<file path="src/inc/vrb_cfg.svh">
`ifndef VRB_CFG_SVH
`define VRB_CFG_SVH
// Contract
// - Receiver control bus address is 0x90.
// - Host is bus master, receiver slave.
// - On interrupt host reads status, then acts.
// - Bring-up starts by pulsing receiver reset.
// - Host reads ID memory to check contents.
// - Write-protect held low while writing memory.
// - Afterwards write-protect high, memory lines released.
// - Host then writes receiver configuration registers.
// - Both hot-plug enables driven low afterwards.
// - Port 1 is selected first.
// - Poll interrupt; swap ports every three seconds.
// - On source: authenticate, read format, set colour.

// Clock and timing
`define VRB_CLK_KHZ        100000
`define VRB_I2C_KHZ        1000
`define VRB_QTR_CYC        ((`VRB_CLK_KHZ + 4 * `VRB_I2C_KHZ - 1) / (4 * `VRB_I2C_KHZ))
`define VRB_RST_HOLD_US    10
`define VRB_RST_HOLD_CYC   ((`VRB_RST_HOLD_US * `VRB_CLK_KHZ + 999) / 1000)
`define VRB_RST_WAIT_US    30
`define VRB_RST_WAIT_CYC   ((`VRB_RST_WAIT_US * `VRB_CLK_KHZ + 999) / 1000)
`define VRB_PORT_SWITCH_MS 3000

// Bus addresses
`define VRB_RX_ADDR        8'h90
`define VRB_IDM_ADDR       8'hA0
`define VRB_RD_BIT         8'h01

// Identification memory check location and expected byte
`define VRB_IDM_CHK_OFS    8'h7F
`define VRB_IDM_CHK_VAL    8'h00

// Receiver register offsets and values
`define VRB_REG_INIT       8'h01
`define VRB_INIT_VAL       8'h00
`define VRB_REG_PORT       8'h02
`define VRB_REG_STAT       8'h03
`define VRB_STAT_SRC_BIT   0
`define VRB_REG_AUTH       8'h04
`define VRB_AUTH_GO        8'h01
`define VRB_AUTH_DONE_BIT  1
`define VRB_REG_FMT        8'h05
`define VRB_FMT_CS_LSB     0
`define VRB_REG_CSC        8'h06
`define VRB_OUT_CS         2'h0
`endif

</file>
<file path="src/inc/vrb_pkg.sv">
package vrb_pkg;
	// Bus operations the bit engine performs
	typedef enum logic [1:0] {
		OP_START = 2'h0,
		OP_STOP  = 2'h1,
		OP_WRB   = 2'h2,
		OP_RDB   = 2'h3
	} vrb_op_e;

	typedef struct packed {
		vrb_op_e    op;
		logic [7:0] data;
		logic       nack;
	} vrb_cmd_s;

	// One register access: bus 0 is receiver, 1 is ID memory
	typedef struct packed {
		logic       rd;
		logic       bus;
		logic [7:0] addr;
		logic [7:0] wd;
	} vrb_tx_s;

	typedef enum logic [15:0] {
		ST_IDLE     = 16'h0001,
		ST_RST      = 16'h0002,
		ST_WAIT     = 16'h0004,
		ST_IDM_RD   = 16'h0008,
		ST_IDM_WR   = 16'h0010,
		ST_IDM_END  = 16'h0020,
		ST_INIT     = 16'h0040,
		ST_HPD      = 16'h0080,
		ST_SEL      = 16'h0100,
		ST_POLL     = 16'h0200,
		ST_STAT     = 16'h0400,
		ST_AUTH     = 16'h0800,
		ST_AUTH_CHK = 16'h1000,
		ST_FMT      = 16'h2000,
		ST_CSC      = 16'h4000,
		ST_RUN      = 16'h8000
	} vrb_st_e;
endpackage

</file>
<file path="src/verilog/vrb_i2c_eng.sv">
`timescale 1ns/1ps
`default_nettype none
`include "vrb_cfg.svh"
module vrb_i2c_eng
	import vrb_pkg::*;
(
	input  wire logic     clk_in,
	input  wire logic     rst_b_in,
	input  wire logic     cmd_valid_in,
	input  wire vrb_cmd_s cmd_in,
	input  wire logic     scl_in,
	input  wire logic     sda_in,
	output logic          done_out,
	output logic          ack_out,
	output logic [7:0]    rdata_out,
	output logic          scl_oe_out,
	output logic          sda_oe_out
);
	logic        scl_s1_r;
	logic        scl_s2_r;
	logic        sda_s1_r;
	logic        sda_s2_r;
	logic        busy_r;
	logic        nack_r;
	vrb_op_e     op_r;
	logic [7:0]  sh_r;
	logic [3:0]  bit_r;
	logic [1:0]  ph_r;
	logic [15:0] q_r;
	logic        adv;
	logic        last;
	logic        is_byte;
	logic        scl_oe_nxt;
	logic        sda_oe_nxt;

	// Line synchronisers
	always_ff @(posedge clk_in or negedge rst_b_in) begin
		if (!rst_b_in) begin
			scl_s1_r <= 1'b1;
			scl_s2_r <= 1'b1;
			sda_s1_r <= 1'b1;
			sda_s2_r <= 1'b1;
		end else begin
			scl_s1_r <= scl_in;
			scl_s2_r <= scl_s1_r;
			sda_s1_r <= sda_in;
			sda_s2_r <= sda_s1_r;
		end
	end

	// Quarter-bit tick, held while a slave stretches the clock
	assign is_byte = (op_r == OP_WRB) || (op_r == OP_RDB);
	assign adv = busy_r && (q_r == 16'(`VRB_QTR_CYC - 1)) && !(ph_r == 2'd1 && !scl_s2_r);
	assign last = (ph_r == 2'd3) && (!is_byte || bit_r == 4'd8);
	assign rdata_out = sh_r;

	always_ff @(posedge clk_in or negedge rst_b_in) begin
		if (!rst_b_in) begin
			q_r <= 16'h0000;
		end else if (!busy_r || adv) begin
			q_r <= 16'h0000;
		end else if (q_r != 16'(`VRB_QTR_CYC - 1)) begin
			q_r <= q_r + 16'h0001;
		end
	end

	// Operation sequencing; the host is always the master here
	always_ff @(posedge clk_in or negedge rst_b_in) begin
		if (!rst_b_in) begin
			busy_r <= 1'b0;
			op_r <= OP_STOP;
			sh_r <= 8'h00;
			nack_r <= 1'b0;
			bit_r <= 4'h0;
			ph_r <= 2'h0;
			done_out <= 1'b0;
			ack_out <= 1'b0;
		end else begin
			done_out <= 1'b0;
			if (!busy_r && cmd_valid_in) begin
				busy_r <= 1'b1;
				op_r <= cmd_in.op;
				if (cmd_in.op == OP_WRB) begin
					sh_r <= cmd_in.data; // Read byte survives the closing stop
				end
				nack_r <= cmd_in.nack;
				bit_r <= 4'h0;
				ph_r <= 2'h0;
			end else if (adv) begin
				ph_r <= ph_r + 2'd1;
				if (ph_r == 2'd2 && is_byte) begin
					if (bit_r == 4'd8) begin
						ack_out <= !sda_s2_r;
					end else begin
						sh_r <= {sh_r[6:0], sda_s2_r};
					end
				end
				if (ph_r == 2'd3 && is_byte) begin
					bit_r <= bit_r + 4'd1;
				end
				if (last) begin
					busy_r <= 1'b0;
					done_out <= 1'b1;
				end
			end
		end
	end

	// Line levels per phase; byte data only moves while the clock is low, start and stop move it with the clock high
	always_comb begin
		scl_oe_nxt = scl_oe_out;
		sda_oe_nxt = sda_oe_out;
		case (op_r)
			OP_START: begin
				scl_oe_nxt = (ph_r == 2'd0) || (ph_r == 2'd3);
				sda_oe_nxt = ph_r[1];
			end
			OP_STOP: begin
				scl_oe_nxt = (ph_r == 2'd0);
				sda_oe_nxt = (ph_r <= 2'd1);
			end
			default: begin
				scl_oe_nxt = (ph_r == 2'd0) || (ph_r == 2'd3);
				if (ph_r == 2'd0 && bit_r == 4'd8) begin
					sda_oe_nxt = (op_r == OP_RDB) && !nack_r;
				end else if (ph_r == 2'd0) begin
					sda_oe_nxt = (op_r == OP_WRB) && !sh_r[7];
				end
			end
		endcase
	end

	// Lines hold their last level between operations
	always_ff @(posedge clk_in or negedge rst_b_in) begin
		if (!rst_b_in) begin
			scl_oe_out <= 1'b0;
			sda_oe_out <= 1'b0;
		end else if (busy_r) begin
			scl_oe_out <= scl_oe_nxt;
			sda_oe_out <= sda_oe_nxt;
		end
	end
endmodule
`default_nettype wire

</file>
<file path="src/verilog/vrb_host.sv">
`timescale 1ns/1ps
`default_nettype none
`include "vrb_cfg.svh"
module vrb_host
	import vrb_pkg::*;
#(
	parameter int unsigned P_SWITCH_CYC = `VRB_PORT_SWITCH_MS * `VRB_CLK_KHZ
)
(
	input  wire logic  clk_in,
	input  wire logic  rst_b_in,
	input  wire logic  start_in,
	output logic       rx_rst_b_out,
	input  wire logic  rx_int_b_in,
	input  wire logic  rx_scl_in,
	output logic       rx_scl_out,
	output logic       rx_scl_oe_out,
	input  wire logic  rx_sda_in,
	output logic       rx_sda_out,
	output logic       rx_sda_oe_out,
	input  wire logic  idm_scl_in,
	output logic       idm_scl_out,
	output logic       idm_scl_oe_out,
	input  wire logic  idm_sda_in,
	output logic       idm_sda_out,
	output logic       idm_sda_oe_out,
	output logic       id_memory_write_protect_out,
	output logic       port1_hotplug_enable_n_out,
	output logic       port2_hotplug_enable_n_out,
	output logic       active_port_out,
	output logic       source_ok_out,
	output logic [7:0] color_fmt_out,
	output logic       busy_out,
	output logic       err_out
);
	vrb_st_e     st_r;
	vrb_st_e     st_prev_r;
	logic [15:0] ent_r;
	logic [31:0] sw_r;
	logic        sw_exp;
	logic        int_s1_r;
	logic        int_s2_r;
	logic        iss_r;
	logic        req_r;
	logic        tx_st;
	vrb_tx_s     req_tx;
	vrb_tx_s     tx_r;
	logic [2:0]  step_r;
	logic        txb_r;
	logic        cmd_v_r;
	vrb_cmd_s    cmd_r;
	logic        tx_done_r;
	logic        tx_nak_r;
	logic [7:0]  tx_rdata_r;
	logic        tx_last;
	logic        ack_chk;
	logic        eng_done;
	logic        eng_ack;
	logic        rx_done;
	logic        rx_ack;
	logic [7:0]  rx_rd;
	logic        idm_done;
	logic        idm_ack;
	logic [7:0]  idm_rd;
	logic        port_r;
	logic        src_r;
	logic [7:0]  fmt_r;
	logic        err_r;
	logic        busy_r;
	logic        rst_b_r;
	logic        wp_r;
	logic        hpd1_r;
	logic        hpd2_r;
	logic        lo_r;

	// Splits one register access into bus operations
	function automatic vrb_cmd_s tx_cmd(input vrb_tx_s t, input logic [2:0] step);
		vrb_cmd_s   c;
		logic [7:0] dev;
		c.op = OP_STOP;
		c.data = 8'h00;
		c.nack = 1'b0;
		dev = t.bus ? `VRB_IDM_ADDR : `VRB_RX_ADDR;
		case (step)
			3'd0: c.op = OP_START;
			3'd1: begin
				c.op = OP_WRB;
				c.data = dev;
			end
			3'd2: begin
				c.op = OP_WRB;
				c.data = t.addr;
			end
			3'd3: begin
				c.op = t.rd ? OP_START : OP_WRB;
				c.data = t.wd;
			end
			3'd4: begin
				if (t.rd) begin
					c.op = OP_WRB;
					c.data = dev | `VRB_RD_BIT;
				end
			end
			3'd5: begin
				c.op = OP_RDB;
				c.nack = 1'b1;
			end
			default: c.op = OP_STOP;
		endcase
		return c;
	endfunction

	// Interrupt line synchroniser; the line is active low
	always_ff @(posedge clk_in or negedge rst_b_in) begin
		if (!rst_b_in) begin
			int_s1_r <= 1'b1;
			int_s2_r <= 1'b1;
		end else begin
			int_s1_r <= rx_int_b_in;
			int_s2_r <= int_s1_r;
		end
	end

	// Engine on the receiver control bus
	vrb_i2c_eng u_rx_eng (
		.clk_in       (clk_in),
		.rst_b_in     (rst_b_in),
		.cmd_valid_in (cmd_v_r && !tx_r.bus),
		.cmd_in       (cmd_r),
		.scl_in       (rx_scl_in),
		.sda_in       (rx_sda_in),
		.done_out     (rx_done),
		.ack_out      (rx_ack),
		.rdata_out    (rx_rd),
		.scl_oe_out   (rx_scl_oe_out),
		.sda_oe_out   (rx_sda_oe_out)
	);

	// Engine on the identification memory bus
	vrb_i2c_eng u_idm_eng (
		.clk_in       (clk_in),
		.rst_b_in     (rst_b_in),
		.cmd_valid_in (cmd_v_r && tx_r.bus),
		.cmd_in       (cmd_r),
		.scl_in       (idm_scl_in),
		.sda_in       (idm_sda_in),
		.done_out     (idm_done),
		.ack_out      (idm_ack),
		.rdata_out    (idm_rd),
		.scl_oe_out   (idm_scl_oe_out),
		.sda_oe_out   (idm_sda_oe_out)
	);

	// Access sequencer over whichever engine the access targets
	assign eng_done = tx_r.bus ? idm_done : rx_done;
	assign eng_ack = tx_r.bus ? idm_ack : rx_ack;
	assign tx_last = step_r == (tx_r.rd ? 3'd6 : 3'd4);
	assign ack_chk = (step_r == 3'd1) || (step_r == 3'd2) ||
		(step_r == 3'd3 && !tx_r.rd) || (step_r == 3'd4 && tx_r.rd);

	always_ff @(posedge clk_in or negedge rst_b_in) begin
		if (!rst_b_in) begin
			txb_r <= 1'b0;
			tx_r <= '0;
			step_r <= 3'h0;
			cmd_v_r <= 1'b0;
			cmd_r <= '0;
			tx_done_r <= 1'b0;
			tx_nak_r <= 1'b0;
			tx_rdata_r <= 8'h00;
		end else begin
			cmd_v_r <= 1'b0;
			tx_done_r <= 1'b0;
			if (!txb_r && req_r) begin
				txb_r <= 1'b1;
				tx_r <= req_tx;
				step_r <= 3'h0;
				cmd_r <= tx_cmd(req_tx, 3'd0);
				cmd_v_r <= 1'b1;
				tx_nak_r <= 1'b0;
			end else if (txb_r && eng_done) begin
				if (ack_chk && !eng_ack) begin
					tx_nak_r <= 1'b1;
				end
				if (tx_last) begin
					txb_r <= 1'b0;
					tx_done_r <= 1'b1;
					tx_rdata_r <= tx_r.bus ? idm_rd : rx_rd;
				end else begin
					step_r <= step_r + 3'd1;
					cmd_r <= tx_cmd(tx_r, step_r + 3'd1);
					cmd_v_r <= 1'b1;
				end
			end
		end
	end

	// Access wanted in each state
	always_comb begin
		req_tx = '0;
		tx_st = 1'b1;
		case (st_r)
			ST_IDM_RD: begin
				req_tx.rd = 1'b1;
				req_tx.bus = 1'b1;
				req_tx.addr = `VRB_IDM_CHK_OFS;
			end
			ST_IDM_WR: begin
				req_tx.bus = 1'b1;
				req_tx.addr = `VRB_IDM_CHK_OFS;
				req_tx.wd = `VRB_IDM_CHK_VAL;
			end
			ST_INIT: begin
				req_tx.addr = `VRB_REG_INIT;
				req_tx.wd = `VRB_INIT_VAL;
			end
			ST_SEL: begin
				req_tx.addr = `VRB_REG_PORT;
				req_tx.wd = {7'h00, port_r};
			end
			ST_STAT: begin
				req_tx.rd = 1'b1;
				req_tx.addr = `VRB_REG_STAT;
			end
			ST_AUTH: begin
				req_tx.addr = `VRB_REG_AUTH;
				req_tx.wd = `VRB_AUTH_GO;
			end
			ST_AUTH_CHK: begin
				req_tx.rd = 1'b1;
				req_tx.addr = `VRB_REG_AUTH;
			end
			ST_FMT: begin
				req_tx.rd = 1'b1;
				req_tx.addr = `VRB_REG_FMT;
			end
			ST_CSC: begin
				req_tx.addr = `VRB_REG_CSC;
				req_tx.wd = {4'h0, `VRB_OUT_CS, fmt_r[`VRB_FMT_CS_LSB +: 2]};
			end
			default: tx_st = 1'b0;
		endcase
	end

	// Cycles spent in the current state
	always_ff @(posedge clk_in or negedge rst_b_in) begin
		if (!rst_b_in) begin
			st_prev_r <= ST_IDLE;
			ent_r <= 16'h0000;
		end else begin
			st_prev_r <= st_r;
			if (st_r != st_prev_r) begin
				ent_r <= 16'h0000;
			end else if (ent_r != 16'hFFFF) begin
				ent_r <= ent_r + 16'h0001;
			end
		end
	end

	// Port swap timer, restarted whenever a port is selected
	assign sw_exp = sw_r >= 32'(P_SWITCH_CYC - 1);

	always_ff @(posedge clk_in or negedge rst_b_in) begin
		if (!rst_b_in) begin
			sw_r <= 32'h0000_0000;
		end else if (st_r == ST_SEL) begin
			sw_r <= 32'h0000_0000;
		end else if (!sw_exp) begin
			sw_r <= sw_r + 32'h0000_0001;
		end
	end

	// Bring-up and port search sequence
	always_ff @(posedge clk_in or negedge rst_b_in) begin
		if (!rst_b_in) begin
			st_r <= ST_IDLE;
			iss_r <= 1'b0;
			req_r <= 1'b0;
			port_r <= 1'b0;
			src_r <= 1'b0;
			fmt_r <= 8'h00;
			err_r <= 1'b0;
		end else begin
			req_r <= 1'b0;
			if (tx_st && !iss_r) begin
				req_r <= 1'b1;
				iss_r <= 1'b1;
			end
			if (tx_done_r) begin
				iss_r <= 1'b0;
				err_r <= err_r | tx_nak_r;
			end
			case (st_r)
				ST_IDLE: begin
					if (start_in) begin
						st_r <= ST_RST;
						err_r <= 1'b0;
						src_r <= 1'b0;
					end
				end
				ST_RST: begin
					if (ent_r == 16'(`VRB_RST_HOLD_CYC - 1)) begin
						st_r <= ST_WAIT;
					end
				end
				ST_WAIT: begin
					if (ent_r == 16'(`VRB_RST_WAIT_CYC - 1)) begin
						st_r <= ST_IDM_RD;
					end
				end
				ST_IDM_RD: begin
					if (tx_done_r && tx_rdata_r != `VRB_IDM_CHK_VAL) begin
						st_r <= ST_IDM_WR;
					end else if (tx_done_r) begin
						st_r <= ST_IDM_END;
					end
				end
				ST_IDM_WR: begin
					if (tx_done_r) begin
						st_r <= ST_IDM_END;
					end
				end
				ST_IDM_END: st_r <= ST_INIT;
				ST_INIT: begin
					if (tx_done_r) begin
						st_r <= ST_HPD;
					end
				end
				ST_HPD: begin
					port_r <= 1'b0;
					st_r <= ST_SEL;
				end
				ST_SEL: begin
					if (tx_done_r) begin
						st_r <= ST_POLL;
					end
				end
				ST_POLL: begin
					if (!int_s2_r) begin
						st_r <= ST_STAT;
					end else if (sw_exp) begin
						port_r <= ~port_r;
						st_r <= ST_SEL;
					end
				end
				ST_STAT: begin
					if (tx_done_r && tx_rdata_r[`VRB_STAT_SRC_BIT]) begin
						src_r <= 1'b1;
						st_r <= ST_AUTH;
					end else if (tx_done_r) begin
						src_r <= 1'b0;
						st_r <= ST_POLL;
					end
				end
				ST_AUTH: begin
					if (tx_done_r) begin
						st_r <= ST_AUTH_CHK;
					end
				end
				ST_AUTH_CHK: begin
					if (tx_done_r && tx_rdata_r[`VRB_AUTH_DONE_BIT]) begin
						st_r <= ST_FMT;
					end
				end
				ST_FMT: begin
					if (tx_done_r) begin
						fmt_r <= tx_rdata_r;
						st_r <= ST_CSC;
					end
				end
				ST_CSC: begin
					if (tx_done_r) begin
						st_r <= ST_RUN;
					end
				end
				ST_RUN: begin
					if (!int_s2_r) begin
						st_r <= ST_STAT;
					end
				end
				default: st_r <= ST_IDLE;
			endcase
		end
	end

	// Pin levels toward the receiver card
	always_ff @(posedge clk_in or negedge rst_b_in) begin
		if (!rst_b_in) begin
			rst_b_r <= 1'b0;
			wp_r <= 1'b1;
			hpd1_r <= 1'b1;
			hpd2_r <= 1'b1;
			lo_r <= 1'b0;
			busy_r <= 1'b0;
		end else begin
			rst_b_r <= !(st_r == ST_IDLE || st_r == ST_RST);
			wp_r <= (st_r != ST_IDM_WR);
			lo_r <= 1'b0;
			busy_r <= !(st_r == ST_IDLE || st_r == ST_RUN);
			if (st_r == ST_HPD) begin
				hpd1_r <= 1'b0;
				hpd2_r <= 1'b0;
			end else if (st_r == ST_RST) begin
				hpd1_r <= 1'b1;
				hpd2_r <= 1'b1;
			end
		end
	end

	// Open-drain lines only ever pull low
	assign rx_scl_out = lo_r;
	assign rx_sda_out = lo_r;
	assign idm_scl_out = lo_r;
	assign idm_sda_out = lo_r;
	assign rx_rst_b_out = rst_b_r;
	assign id_memory_write_protect_out = wp_r;
	assign port1_hotplug_enable_n_out = hpd1_r;
	assign port2_hotplug_enable_n_out = hpd2_r;
	assign active_port_out = port_r;
	assign source_ok_out = src_r;
	assign color_fmt_out = fmt_r;
	assign busy_out = busy_r;
	assign err_out = err_r;
endmodule
`default_nettype wire

</file>
<file path="config.mk">
export PLATFORM = sky130hd
export DESIGN_NAME = vrb_host
export DESIGN_NICKNAME = d
export VERILOG_FILES = /design/src/inc/vrb_pkg.sv /design/src/verilog/vrb_i2c_eng.sv /design/src/verilog/vrb_host.sv
export VERILOG_INCLUDE_DIRS = /design/src /design/src/inc
export SDC_FILE = /design/constraint.sdc
export NUM_CORES = 1
export LEC_CHECK = 0
export ABC_AREA = 1
export BUFFER_PORTS_ARGS = -buffer_cell sky130_fd_sc_hd__buf_2
export CAP_MARGIN = 40
export CORE_ASPECT_RATIO = 0.6
export CORE_MARGIN = 5
export CORE_UTILIZATION = 60
export CTS_BUF_LIST = sky130_fd_sc_hd__clkbuf_8
export CTS_CLUSTER_DIAMETER = 40
export CTS_CLUSTER_SIZE = 30
export DETAILED_ROUTE_END_ITERATION = 16
export PLACE_DENSITY = 0.85
export SLEW_MARGIN = 20
export SYNTH_ARGS = -nofsm -noshare
export SYNTH_HDL_FRONTEND = slang
export SYNTH_SLANG_ARGS = --single-unit
</file>
<file path="constraint.sdc">
create_clock -name clk_in -period 2.75 [get_ports clk_in]
set_clock_uncertainty 0.2 [all_clocks]
set_input_delay 0.4125 -clock clk_in [delete_from_list [all_inputs] [get_ports clk_in]]
set_output_delay 0.4125 -clock clk_in [all_outputs]
set_load 0.1 [all_outputs]
</file>
## Word level (Yosys, flattened, before mapping)

Cells that the tools add are included.

- Flip-flop bits (word level): 227
- Bits of input ports: 8
- Output and inout bits: 24
- Logic and storage cells: 370

- Add/subtract/negate cells: 9
- Order comparisons: 3
- Eq/ne operators: 69
- Mux-type cells: 111
- Bitwise logic cells: 5
- Reduce and logical (&&, ||, !) cells: 114

Operator list:

| kind | number |
|---|---|
| 16-bit two-way mux | 21 |
| 16-bit one-hot mux with 16 select lines | 1 |
| 8-bit two-way mux | 10 |
| 32-bit two-way mux | 2 |
| 1-bit two-way mux | 49 |
| 7-bit one-hot mux with 7 select lines | 1 |
| 16-bit by 1-bit adder with 16-bit output, second input constant | 3 |
| 16-bit by 5-bit equality test with 1-bit output, second input constant | 3 |
| 16-bit by 5-bit inequality test with 1-bit output, second input constant | 3 |
| 2-bit nonzero test | 18 |
| 11-bit two-way mux | 3 |
| 32-bit by 1-bit adder with 32-bit output, second input constant | 1 |
| 16-bit by 10-bit equality test with 1-bit output, second input constant | 2 |
| 16-bit by 12-bit equality test with 1-bit output, second input constant | 2 |
| 32-bit by 29-bit >= comparator with 1-bit output, second input constant | 1 |
| 8-bit one-hot mux with 4 select lines | 1 |
| 1-bit logical AND | 31 |
| 2-bit inequality test, second input constant | 14 |
| 4-bit two-way mux | 6 |
| 1-bit zero test | 21 |
| 2-bit AND reduction | 10 |
| 2-bit equality test, second input constant | 9 |
| 16-bit by 1-bit equality test with 1-bit output, second input constant | 1 |
| 16-bit by 11-bit equality test with 1-bit output, second input constant | 1 |
| other kinds (45) | 97 |

## Longest topological paths before layout

Gate-level depths: netlist of the first run.

- Word-level depth: 8
- Mapped depth: 13
- Depth with buffers taken out: 13

## Modules after synthesis

A second synthesis of the first run with hierarchy kept.

- Cells, all modules: 1,569
- Area, all modules: 12,049.1 um2

Modules (own cells, without submodules):

| module | instances | cells each | area each (um2) | seq. area each (um2) |
|---|---|---|---|---|
| vrb_host | 1 | 964 | 7,323.3 | 3,310.7 |
| vrb_i2c_eng at u_idm_eng | 1 | 316 | 2,376.0 | 1,057.3 |
| vrb_i2c_eng at u_rx_eng | 1 | 289 | 2,349.8 | 1,057.3 |

## Worst setup path after synthesis of the first run

No wires, ideal clock.

- Kind: register to register
- Start: register u_rx_eng.q_r[0]
- End: register u_rx_eng.sh_r[7], in the netlist u_rx_eng.rdata_out[7]
- Setup time: 0.123 ns
- Data arrival time: 1.591 ns
- Required time: 2.427 ns
- Path slack: 0.836 ns
- Stages on the path, launching flop included: 13
- Buffers on the path: 1
- Period minus slack after synthesis: 1.914 ns
- Cell sequence: dfrtp_1 -> inv_1 -> ha_1 -> nand4_1 -> nor2_1 -> nand2_1 -> nor2_1 -> nand2_1 -> nand2_1 -> nand3_2 -> buf_6 -> nand2_1 -> o21ai_2

- Cells in the longest elaborated chain, start to end: 5

Ends and longest elaborated chain:

| what | RTL line | source |
|---|---|---|
| from (decl) | vrb_i2c_eng.sv:29 | `logic [15:0] q_r;` |
| from (signal assigned) | vrb_i2c_eng.sv:63 | `q_r <= q_r + 16'h0001;` |
| 16-bit by 5-bit equality test with 1-bit output | vrb_i2c_eng.sv:53 | `` assign adv = busy_r && (q_r == 16'(`VRB_QTR_CYC - 1)) && !(ph_r == 2'd1 && !scl_s2_r); `` |
| 1-bit logical AND (2 in a row) | vrb_i2c_eng.sv:53 |  |
| 2-bit nonzero test (no source line) | -- |  |
| 4-bit AND reduction (no source line) | -- |  |
| to (signal assigned) | vrb_i2c_eng.sv:84 | `sh_r <= cmd_in.data;` |
| to (signal assigned) | vrb_i2c_eng.sv:95 | `sh_r <= {sh_r[6:0], sda_s2_r};` |
| to (decl) | vrb_i2c_eng.sv:26 | `logic [7:0] sh_r;` |

Every way passes these cells.
A chain may end at the register's enable or synchronous reset.

## Final worst setup path of the first run

- Start: register sw_r[0]
- End: register sw_r[18]

- Cells in the longest elaborated chain, start to end: 3
- Elaborated cells between the ends (all ways): 5
- Classes of those cells: 1 x add/sub; 1 x order compare; 1 x eq/ne; 2 x mux

Ends and longest elaborated chain:

| what | RTL line | source |
|---|---|---|
| from (decl) | vrb_host.sv:39 | `logic [31:0] sw_r;` |
| from (signal assigned) | vrb_host.sv:269 | `sw_r <= sw_r + 32'h0000_0001;` |
| 32-bit by 1-bit adder with 32-bit output | vrb_host.sv:269 |  |
| 32-bit two-way mux | vrb_host.sv:268 | `end else if (!sw_exp) begin` |
| 32-bit two-way mux | vrb_host.sv:266 | `end else if (st_r == ST_SEL) begin` |

Several ways; a longest one is shown, not always the timed one. The select of a mux whose other input is x is not followed.

==> results of run 1 <==
[repair_timing]
item,in CTS,in global routing
hold endpoints to repair,69,0
resized for setup,0,0
hold buffers,7,0
[state kept, by name, indices dropped and copies added (netlist names), 2 cells and up]
| name | flops |
|---|---|
| u_idm_eng.op_r | 2 |
| st_prev_r | 16 |
| tx_rdata_r | 8 |
| cmd_r | 10 |
| color_fmt_out | 8 |
| st_r | 16 |
| u_rx_eng.ph_r | 2 |
| u_rx_eng.q_r | 16 |
| u_rx_eng.bit_r | 4 |
| sw_r | 32 |
| ent_r | 16 |
| u_rx_eng.rdata_out | 8 |
| u_rx_eng.op_r | 2 |
| u_idm_eng.bit_r | 4 |
| u_idm_eng.ph_r | 2 |
| u_idm_eng.rdata_out | 8 |
| step_r | 3 |
| u_idm_eng.q_r | 16 |
| tx_r | 8 |
[power groups by stage]
stage / sequential [uW] / combinational [uW] / clock (uW)
final: 3640 / 1810 / 2630
after global routing: 3670 / 2010 / 2820
after CTS: 3630 / 1800 / 2680
after global placement: 3670 / 1740 / 0
after detailed placement: 3690 / 1780 / 0
after floorplan: 3840 / 1200 / 0
[cells in the mapped netlist (2+ instances only)]
cell type / n / area share [%]
o211ai_1: 7 / 0.46
a211oi_1: 3 / 0.20
nor2_1: 160 / 5.3
nand4_1: 27 / 1.5
a21oi_2: 5 / 0.38
nor2_4: 4 / 0.40
nand3_1: 96 / 4.2
o2111ai_1: 2 / 0.15
or2_2: 3 / 0.16
o221ai_1: 2 / 0.15
o21ai_2: 13 / 1.0
a22oi_1: 2 / 0.13
nor3b_1: 6 / 0.40
o31ai_1: 3 / 0.20
nor4_1: 6 / 0.33
clkbuf_1: 6 / 0.20
a21oi_1: 42 / 1.8
o22ai_1: 5 / 0.27
nor3_1: 44 / 1.9
o21ai_1: 7 / 0.31
o211a_1: 3 / 0.26
nand2_2: 9 / 0.49
inv_1: 196 / 6.5
xnor2_1: 14 / 1.1
ha_1: 25 / 2.7
nor3_4: 2 / 0.29
nand3_2: 4 / 0.35
nand2_1: 286 / 9.4
o21a_1: 2 / 0.13
a31oi_1: 10 / 0.55
o21ai_0: 106 / 4.7
xor2_1: 14 / 1.1
inv_2: 6 / 0.20
buf_6: 6 / 0.59
buf_4: 8 / 0.53
nand3b_1: 6 / 0.40
dfrtp_1: 200 / 44
dfstp_2: 16 / 3.7
nor2_2: 14 / 0.77
nand2_4: 6 / 0.59
buf_2: 9 / 0.40
[metrics by stage]
step / std cells / cell area [um2] / total power, uW / hold WS, ns / worst slack, ns
after global routing: 1714 / 12500 / 8500 / 0.157 / 0.150
after floorplan: 1409 / 11400 / 5050 / -0.0831 / 0.836
after global placement: 1666 / 11800 / 5410 / 0.145 / 0.516
after detailed placement: 1666 / 11800 / 5470 / 0.147 / 0.426
after CTS: 1714 / 12500 / 8110 / 0.163 / 0.407
final: 1714 / 12500 / 8080 / 0.146 / 0.369
[cell families (layout without fill, tap and decap cells)]
logic type	after synthesis	in the layout	synth area share, %
AOI/OAI and AO/OA	224	224	11.7
xor gates and xnor gates	28	28	2.15
adders and majority gates	25	25	2.75
buffers and inverters	233	292	8.46
DFF	216	216	47.6
other	1	4	0.0329
and+or+nand+nor	679	679	27.2
[worst max path at each step]
stage / startpoint / to / slack, ns / cells after the start
floorplan: u_rx_eng.q_r[0] / u_rx_eng.rdata_out[7] / 0.84 / 12
global placement: sw_r[0] / sw_r[18] / 0.52 / 11
detailed placement: sw_r[0] / sw_r[18] / 0.43 / 11
CTS: sw_r[0] / sw_r[18] / 0.41 / 11
global route: ent_r[0] / ent_r[3] / 0.15 / 9
finish: sw_r[0] / sw_r[18] / 0.37 / 11
[routing by layer]
metal	vias up	GRT usage (%)
met4	0	4.15
met2	382	35.3
met3	35	3.91
met5	-	0
met1	4538	38.0
li1	4655	-
[final cells by class]
type	instances	area [um2]
clock buffer	23	317
clock inverter	18	287
fill	1501	6380
inverter	204	768
multi-input combinational	960	5010
sequential	216	5430
tap	246	308
timing repair buffer	47	338
==> run_results.csv, run 1 <==
group,metric,value,unit
run_status,outcome,"complete, no violations",
grt,antenna_found_initial,0,
cells_and_area,diodes,0,
critical_path,cpPeakStageDelay,0.40,ns
power,power.internal,5140,uW
sta,worstMarginPinSlew,0.845,ns
critical_path,arrival,2.66,ns
synthesis,ys_seq_area_share,47.6,%
clock_network,clk_latency,0.55,ns
critical_path,crit_slowest_cell,"dfrtp_1",
placed_design,hpwlAfterDp,18.8,mm
placed_design,portBuffers,27,
run,cap_violations,0,
critical_path,crit_path_cell_trace,"ha_1 -> nand3_1 -> nor2_2 -> nand2_1 -> nand2_1 -> nand2_2 -> nand2_2 -> inv_2 -> nand2_1 -> o21ai_0 -> nor2_1",
cells_and_area,nNetsFinal,1485,
grt,grt_overflow,0,
clock_network,cts-root-buf,"clkbuf_8",
worst_hold_path,min_from,"int_s1_r",
die,row_count,39,
clock_network,cts_made_buffers,23,
grt,grt_pass1_vias,8899,
grt,track_usage,23.9,%
clock_network,clkTransAtPathRegs,0.12,ns
cells_and_area,drive_gt1_share,11.6,%
synthesis,synth_warnings,0,
critical_path,reg2regPathDepth,11,
routing,dr.pass1.iters,6,
sta,fmax,0.420,GHz
grt,grt_max_degree,67,
routing,drc,0,
sta,slew_viol_final,0,
sta,final.min_clock_period,2.38,ns
worst_hold_path,worstHoldPathCells,0,
die,die-area,21900,um2
die,die_w,188,um
clock_network,htreeDepth,1,
critical_path,required,3.03,ns
power,pwr-share-clk,32.6,%
clock_network,post_cts_buffers,0,
routing,routedWlPerCell,15.1,um
sta,final.setup.tns,0,ns
sta,finalCritPeriodShare,86.6,%
power,seqPwrFrac,45.0,%
die,die_h,117,um
sta,slew_headroom,43.2,%
routing,routed_via_density,5.61,
routing,routed.top_layer,"met4",
routing,vias,9610,
routing,wl_met3,2.02,mm
die,initial_utilization,60.5,%
clock_network,cts_sinks,216,
synthesis,syn_inst,1406,
synthesis,syn_area,11400,um2
critical_path,critPathTopFamily,"simple AND/OR/NAND/NOR gates",
critical_path,crit_top_cell,"nand2_1",
synthesis,synth.distinct_cells,62,
synthesis,synth-main-ff-cell,"dfrtp_1",
critical_path,crit_type,"register to register",
routing,wl_met2,10.7,mm
power,ir_worst_vdd,0.000444,V
routing,met1_length,12.7,mm
synthesis,async_reset_ff_share,100,%
cells_and_area,area_growth_syn_to_layout,9.35,%
power,switching_share,36.4,%
routing,ant_nets,0,
die,ios,32,
critical_path,regToRegSetupSlack,0.37,ns
critical_path,startpoint_type,"register",
critical_path,path_buf_inv,1,
synthesis,synth_edf_count,0,
critical_path,critPathMaxFanout,16,
critical_path,r2r_end,"sw_r[18]",
grt,grt_pass1_wl,43.9,mm
critical_path,r2r_start,"sw_r[0]",
placed_design,place_congestion,0.976,
cells_and_area,final_cell_mix,"nand2_1, dfrtp_1, inv_1, nor2_1, o21ai_0",
power,power.density,649,nW/um2
routing,drt_iter0_markers,1026,
clock_network,tritoncts,"done",
sta,hold_viol,0,
power,comb_power_share,22.4,%
die,design.core.area,18800,um2
worst_hold_path,hold_class,"register to register",
worst_hold_path,min_to,"int_s2_r",
synthesis,syn-mean-instance-area,8.10,um2
routing,routed_wl,25.8,mm
power,netSwitchingPower,2940,uW
power,p_leak,0.00594,uW
synthesis,synth-seq-cells,216,
critical_path,cp-end-kind,"register",
clock_network,cts.path.max_buffers,3,
sta,finalSetupViolations,0,
sta,rsz0062_at_grt,"false",
cells_and_area,finalCoreUtilization,66.1,%
cells_and_area,final_common_cell,"nand2_1",
Note: power is estimated with default switching activity, not from simulation.
==> inputs of run 2 (changes only) <==
--- a/config.mk
+++ b/config.mk
@@ -20,4 +20,5 @@
 export SLEW_MARGIN = 20
 export SYNTH_ARGS = -nofsm -noshare
 export SYNTH_HDL_FRONTEND = slang
+export SYNTH_HIERARCHICAL = 1
 export SYNTH_SLANG_ARGS = --single-unit
==> run_results.csv, run 2 <==
group,metric,value,unit
critical_path,required,3.01,ns
synthesis,ys_seq_area_share,45.0,%
sta,finalCritPeriodShare,85.4,%
clock_network,clk_latency,0.56,ns
sta,slew_headroom,66.9,%
clock_network,htreeDepth,1,
cells_and_area,final_cell_mix,"nand2_1, dfrtp_1, nor2_1, inv_1, nand3_1",
clock_network,tritoncts,"done",
cells_and_area,design_area,13000,um2
routing,routed_via_density,5.64,
routing,drt_iter0_markers,1151,
sta,finalSetupViolations,0,
synthesis,synth-seq-cells,216,
sta,rsz0062_at_grt,"false",
synthesis,async_reset_ff_share,100,%
cells_and_area,largest_register,"sw_r",
clock_network,clkTransAtPathRegs,0.10,ns
cells_and_area,area_growth_syn_to_layout,8.07,%
cells_and_area,diodes,0,
clock_network,cts_made_buffers,23,
synthesis,synth.distinct_cells,61,
routing,vias,10704,
critical_path,startpoint_type,"register",
die,design.core.area,19900,um2
synthesis,syn_area,12000,um2
critical_path,cp-end-kind,"register",
clock_network,cts_sinks,216,
power,seqPwrFrac,48.5,%
power,totalPowerFinal,7130,uW
sta,final.min_clock_period,2.35,ns
synthesis,synth_warnings,6,
grt,grt_max_degree,68,
cells_and_area,largest_register_ffs,32,
critical_path,arrival,2.61,ns
die,initial_utilization,60.6,%
clock_network,ctsResizeCount,0,
sta,slew_viol_final,0,
synthesis,yosys.area.top_type_share,41.5,%
power,p_leak,0.00628,uW
synthesis,syn_inst,1569,
synthesis,yosysMostFrequentCell,"nand2_1",
die,ios,32,
routing,routed_wl,29.2,mm
synthesis,yosysTopAreaCell,"dfrtp_1",
synthesis,synth_common_cells,"nand2_1, dfrtp_1, nor2_1",
cells_and_area,nNetsFinal,1642,
clock_network,cts.path.max_buffers,3,
clock_network,cts-root-buf,"clkbuf_8",
critical_path,critPathMaxFanout,19,
power,power.density,547,nW/um2
die,die-area,23100,um2
placed_design,pre_cts_ws,0.479,ns
grt,grt_pass1_vias,9722,
run,cap_violations,0,
power,netSwitchingPower,2330,uW
power,pwr-share-clk,33.6,%
placed_design,portBuffers,27,
placed_design,place_congestion,0.993,
critical_path,crit_type,"register to register",
sta,final.setup.tns,0,ns
sta,hold_viol,0,
synthesis,synth-main-ff-cell,"dfrtp_1",
power,ir_worst_vdd,0.000447,V
worst_hold_path,hold_class,"primary input to asynchronous set/reset pin",
power,switching_share,32.8,%
grt,antenna_found_initial,0,
placed_design,placement.cell_area,12400,um2
routing,drc,0,
sta,worstMarginPinSlew,0.493,ns
grt,grt_overflow,0,
routing,ant_nets,0,
placed_design,hpwlAfterDp,21.7,mm
grt,grt_pass1_wl,49.2,mm
die,row_count,40,
die,die_w,193,um
sta,fmax,0.426,GHz
grt,track_usage,25.8,%
synthesis,synth_edf_count,0,
run_status,outcome,"complete, no violations",
clock_network,post_cts_buffers,0,
cells_and_area,stdcell_count,1899,
power,power.internal,4790,uW
synthesis,synth_area_leaders,"dfrtp_1, nand2_1, nor2_1",
synthesis,syn-mean-instance-area,7.68,um2
sta,fin_ws,0.402,ns
routing,dr.pass1.iters,6,
clock_network,postCtsHoldBufs,7,
die,die_h,120,um
power,comb_power_share,17.8,%
cells_and_area,drive_gt1_share,11.4,%
cells_and_area,fill_cells,1715,
routing,routedWlPerCell,15.4,um
cells_and_area,final_common_cell,"nand2_1",
placed_design,dp.cells,1849,
==> run 2: cell type report <==
type / count / area [um2] / share of cell area [%]
well taps: 273 / 342 / 2.62
clock inverters: 18 / 205 / 1.58
flip-flops and latches: 216 / 5430 / 41.7
inverters: 191 / 729 / 5.60
clock buffers: 24 / 330 / 2.54
multi-input cells: 1137 / 5700 / 43.8
repair buffers: 40 / 292 / 2.24
==> run 2: final timing paths <==
check,start,endpoint,slack [ns],cells past startpoint
setup / recovery,sw_r[0],sw_r[24],0.40,12
hold / removal,rst_b_in,u_idm_eng/sda_oe_out,0.16,2
setup reg to reg,sw_r[0],sw_r[24],0.40,12
hold reg to reg,u_idm_eng/scl_s1_r,u_idm_eng/scl_s2_r,0.16,0
max in group asynchronous,rst_b_in,sw_r[7],1.38,3
min in group clk_in,u_idm_eng/scl_s1_r,u_idm_eng/scl_s2_r,0.16,0
==> run 2: routing by layer <==
metal | track usage (%) | part of all wire [%] | vias up
li1 | - | - | 5130
met5 | 0 | 0 | -
met2 | 35.6 | 41 | 506
met3 | 5.64 | 10 | 42
met1 | 42.2 | 47 | 5026
met4 | 3.89 | 1.3 | 0
==> run 2: metrics by stage <==
stage / hold slack [ns] / util (%)
after floorplan: -0.0831 / -
after global placement: 0.148 / 62.4
after detailed placement: 0.148 / 62.4
after CTS: 0.159 / 65.5
after global routing: 0.164 / 65.5
final: 0.160 / 65.5
==> run 2: power groups by stage <==
stage	sequential, uW	clock [uW]	combinational, uW
after global routing	3480	2600	1400
after global placement	3510	0	1220
final	3460	2400	1270
after floorplan	3720	0	714
after detailed placement	3520	0	1260
after CTS	3460	2450	1270
==> run 2: critical path: stages, from the launching register on <==
cell and delay [ns]:
dfrtp_1 0.46, ha_1 0.27, nand3_2 0.12, inv_2 0.06, nand2_2 0.09, clkinv_2 0.08
nand2_1 0.08, nand2_2 0.06, nand2_4 0.11, nand2_8 0.12, nand2_4 0.26, inv_2 0.12
o21ai_0 0.20
==> run 2: cell families after synthesis <==
logic type	count (synthesis)	synth area share, %
adders and majority gates	25	2.60
and+or+nand+nor	930	34.8
other	1	0.0311
xor gates and xnor gates	31	2.25
buffers and inverters	219	7.78
AOI/OAI and AO/OA	147	7.56
DFF	216	45.0
==> inputs of run 3 (changes only) <==
--- a/config.mk
+++ b/config.mk
@@ -20,5 +20,4 @@
 export SLEW_MARGIN = 20
 export SYNTH_ARGS = -nofsm -noshare
 export SYNTH_HDL_FRONTEND = slang
-export SYNTH_HIERARCHICAL = 1
 export SYNTH_SLANG_ARGS = --single-unit
==> constraint.sdc (replaced) <==
create_clock -name clk_in -period 3.04 [get_ports clk_in]
set_clock_uncertainty 0.2 [all_clocks]
set_input_delay 0.456 -clock clk_in [delete_from_list [all_inputs] [get_ports clk_in]]
set_output_delay 0.456 -clock clk_in [all_outputs]
set_load 0.1 [all_outputs]
==> run_results.csv, run 3 (same netlist as run 1, synthesis figures left out) <==
group,metric,value,unit
critical_path,crit_slowest_cell,"dfrtp_1",
critical_path,cp-end-kind,"register",
sta,finalCritPeriodShare,82.8,%
critical_path,critPathMaxFanout,17,
die,initial_utilization,60.5,%
routing,dr.pass1.iters,5,
critical_path,crit_path_cell_trace,"inv_4 -> nor3_4 -> inv_2 -> nor2_2 -> nand2_1 -> a21boi_4 -> nor2_1 -> a21oi_2",
cells_and_area,regArea,5430,um2
cells_and_area,nNetsFinal,1480,
sta,final.min_clock_period,2.52,ns
sta,slew_headroom,45.8,%
die,ios,32,
cells_and_area,finalCoreUtilization,65.3,%
cells_and_area,design_area,12300,um2
critical_path,required,3.25,ns
routing,drt_iter0_markers,1049,
cells_and_area,largest_register_ffs,32,
critical_path,critPathTopFamily,"simple AND/OR/NAND/NOR gates",
routing,routed_via_density,5.60,
sta,rsz0062_at_grt,"false",
die,die_w,188,um
placed_design,placement.cell_area,11700,um2
cells_and_area,fill_cells,1573,
cells_and_area,area_growth_syn_to_layout,7.98,%
clock_network,htreeDepth,1,
sta,slew_viol_final,0,
cells_and_area,diodes,0,
die,die-area,21900,um2
clock_network,clk_latency,0.55,ns
critical_path,path_buf_inv,2,
critical_path,cpPeakStageDelay,0.75,ns
die,die_h,117,um
routing,vias,9562,
power,ir_worst_vdd,0.000388,V
grt,grt_pass1_vias,9005,
placed_design,portBuffers,27,
sta,fmax,0.397,GHz
run,cap_violations,0,
grt,grt_pass1_wl,44.7,mm
cells_and_area,drive_gt1_share,11.2,%
sta,hold_viol,0,
routing,ant_nets,0,
worst_hold_path,hold_class,"register to register",
grt,grt_max_degree,63,
clock_network,post_cts_buffers,0,
routing,routedWlPerCell,15.4,um
cells_and_area,final_cell_mix,"nand2_1, dfrtp_1, inv_1, nor2_1, o21ai_0",
clock_network,cts_sinks,216,
routing,drc,0,
run_status,outcome,"complete, no violations",
sta,worstMarginPinSlew,0.807,ns
cells_and_area,largest_register,"sw_r",
critical_path,arrival,2.72,ns
critical_path,crit_type,"register to register",
routing,routed_wl,26.2,mm
clock_network,tritoncts,"done",
sta,fin_ws,0.522,ns
die,design.core.area,18800,um2
clock_network,clkTransAtPathRegs,0.10,ns
grt,grt_overflow,0,
clock_network,ctsResizeCount,0,
cells_and_area,final_common_cell,"nand2_1",
placed_design,pre_cts_ws,0.599,ns
placed_design,place_congestion,0.954,
critical_path,startpoint_type,"register",
clock_network,cts_made_buffers,22,
clock_network,cts-root-buf,"clkbuf_8",
grt,track_usage,24.5,%
power,p_leak,0.00587,uW
power,power.density,563,nW/um2
grt,antenna_found_initial,0,
cells_and_area,multi_input_area,5010,um2
sta,finalSetupViolations,0,
die,row_count,39,
clock_network,cts.path.max_buffers,3,
placed_design,hpwlAfterDp,19.2,mm
sta,final.setup.tns,0,ns
## run 3: cell types whose count changed in the layout (fill, tap and decap cells not counted), sizes merged, moves of 18 or more
cell	delta
nor2	-48
nand2	-171
nand3	-23
a21oi	+26
o21ai	+41
nand4	-18
## run 3: final timing paths
| kind | start | to | slack (ns) | cells past startpoint |
|---|---|---|---|---|
| setup / recovery | tx_r[16] | u_idm_eng.rdata_out[5] | 0.52 | 8 |
| max in group asynchronous | rst_b_in | u_idm_eng.scl_s2_r | 1.64 | 3 |
| setup reg to reg | tx_r[16] | u_idm_eng.rdata_out[5] | 0.52 | 8 |
| min in group asynchronous | rst_b_in | u_rx_eng.rdata_out[7] | 0.23 | 2 |
| hold / removal | u_idm_eng.sda_s1_r | u_idm_eng.sda_s2_r | 0.16 | 0 |
| hold reg to reg | u_idm_eng.sda_s1_r | u_idm_eng.sda_s2_r | 0.16 | 0 |
## run 3: cell type report
type / instances / share of cell area, %
clock buffers: 25 / 2.80
clock inverters: 15 / 1.08
inverters: 204 / 6.25
multi-input cells: 960 / 40.7
flip-flops and latches: 216 / 44.1
well taps: 246 / 2.50
repair buffers: 43 / 2.50
## run 3: metrics by stage
| stage | power (uW) | std cells | hold slack [ns] |
|---|---|---|---|
| 3_3_place_gp | 4900 | 1662 | 0.146 |
| 5_1_grt | 7310 | 1709 | 0.162 |
| 4_1_cts | 6960 | 1709 | 0.158 |
| 3_5_place_dp | 4970 | 1662 | 0.147 |
| 6_report | 6930 | 1709 | 0.158 |
| 2_1_floorplan | 4570 | 1409 | -0.0396 |
## run 3: repair_timing
action / in CTS / in global routing
endpoints found under the setup margin: 0 / 0
hold endpoints to repair: 59 / 0
hold buffers: 7 / 0
## run 3: power by group
group / switching, uW / total (uW) / internal [uW]
Combinational: 1210 / 1660 / 452
Clock: 1090 / 1970 / 887
Sequential: 194 / 3290 / 3100
## run 3: metal layers
metal	share of wire, %	global-route usage, %
met5	0	0
met4	1.4	5.18
met3	7.9	4.60
met2	41	35.8
met1	49	38.2
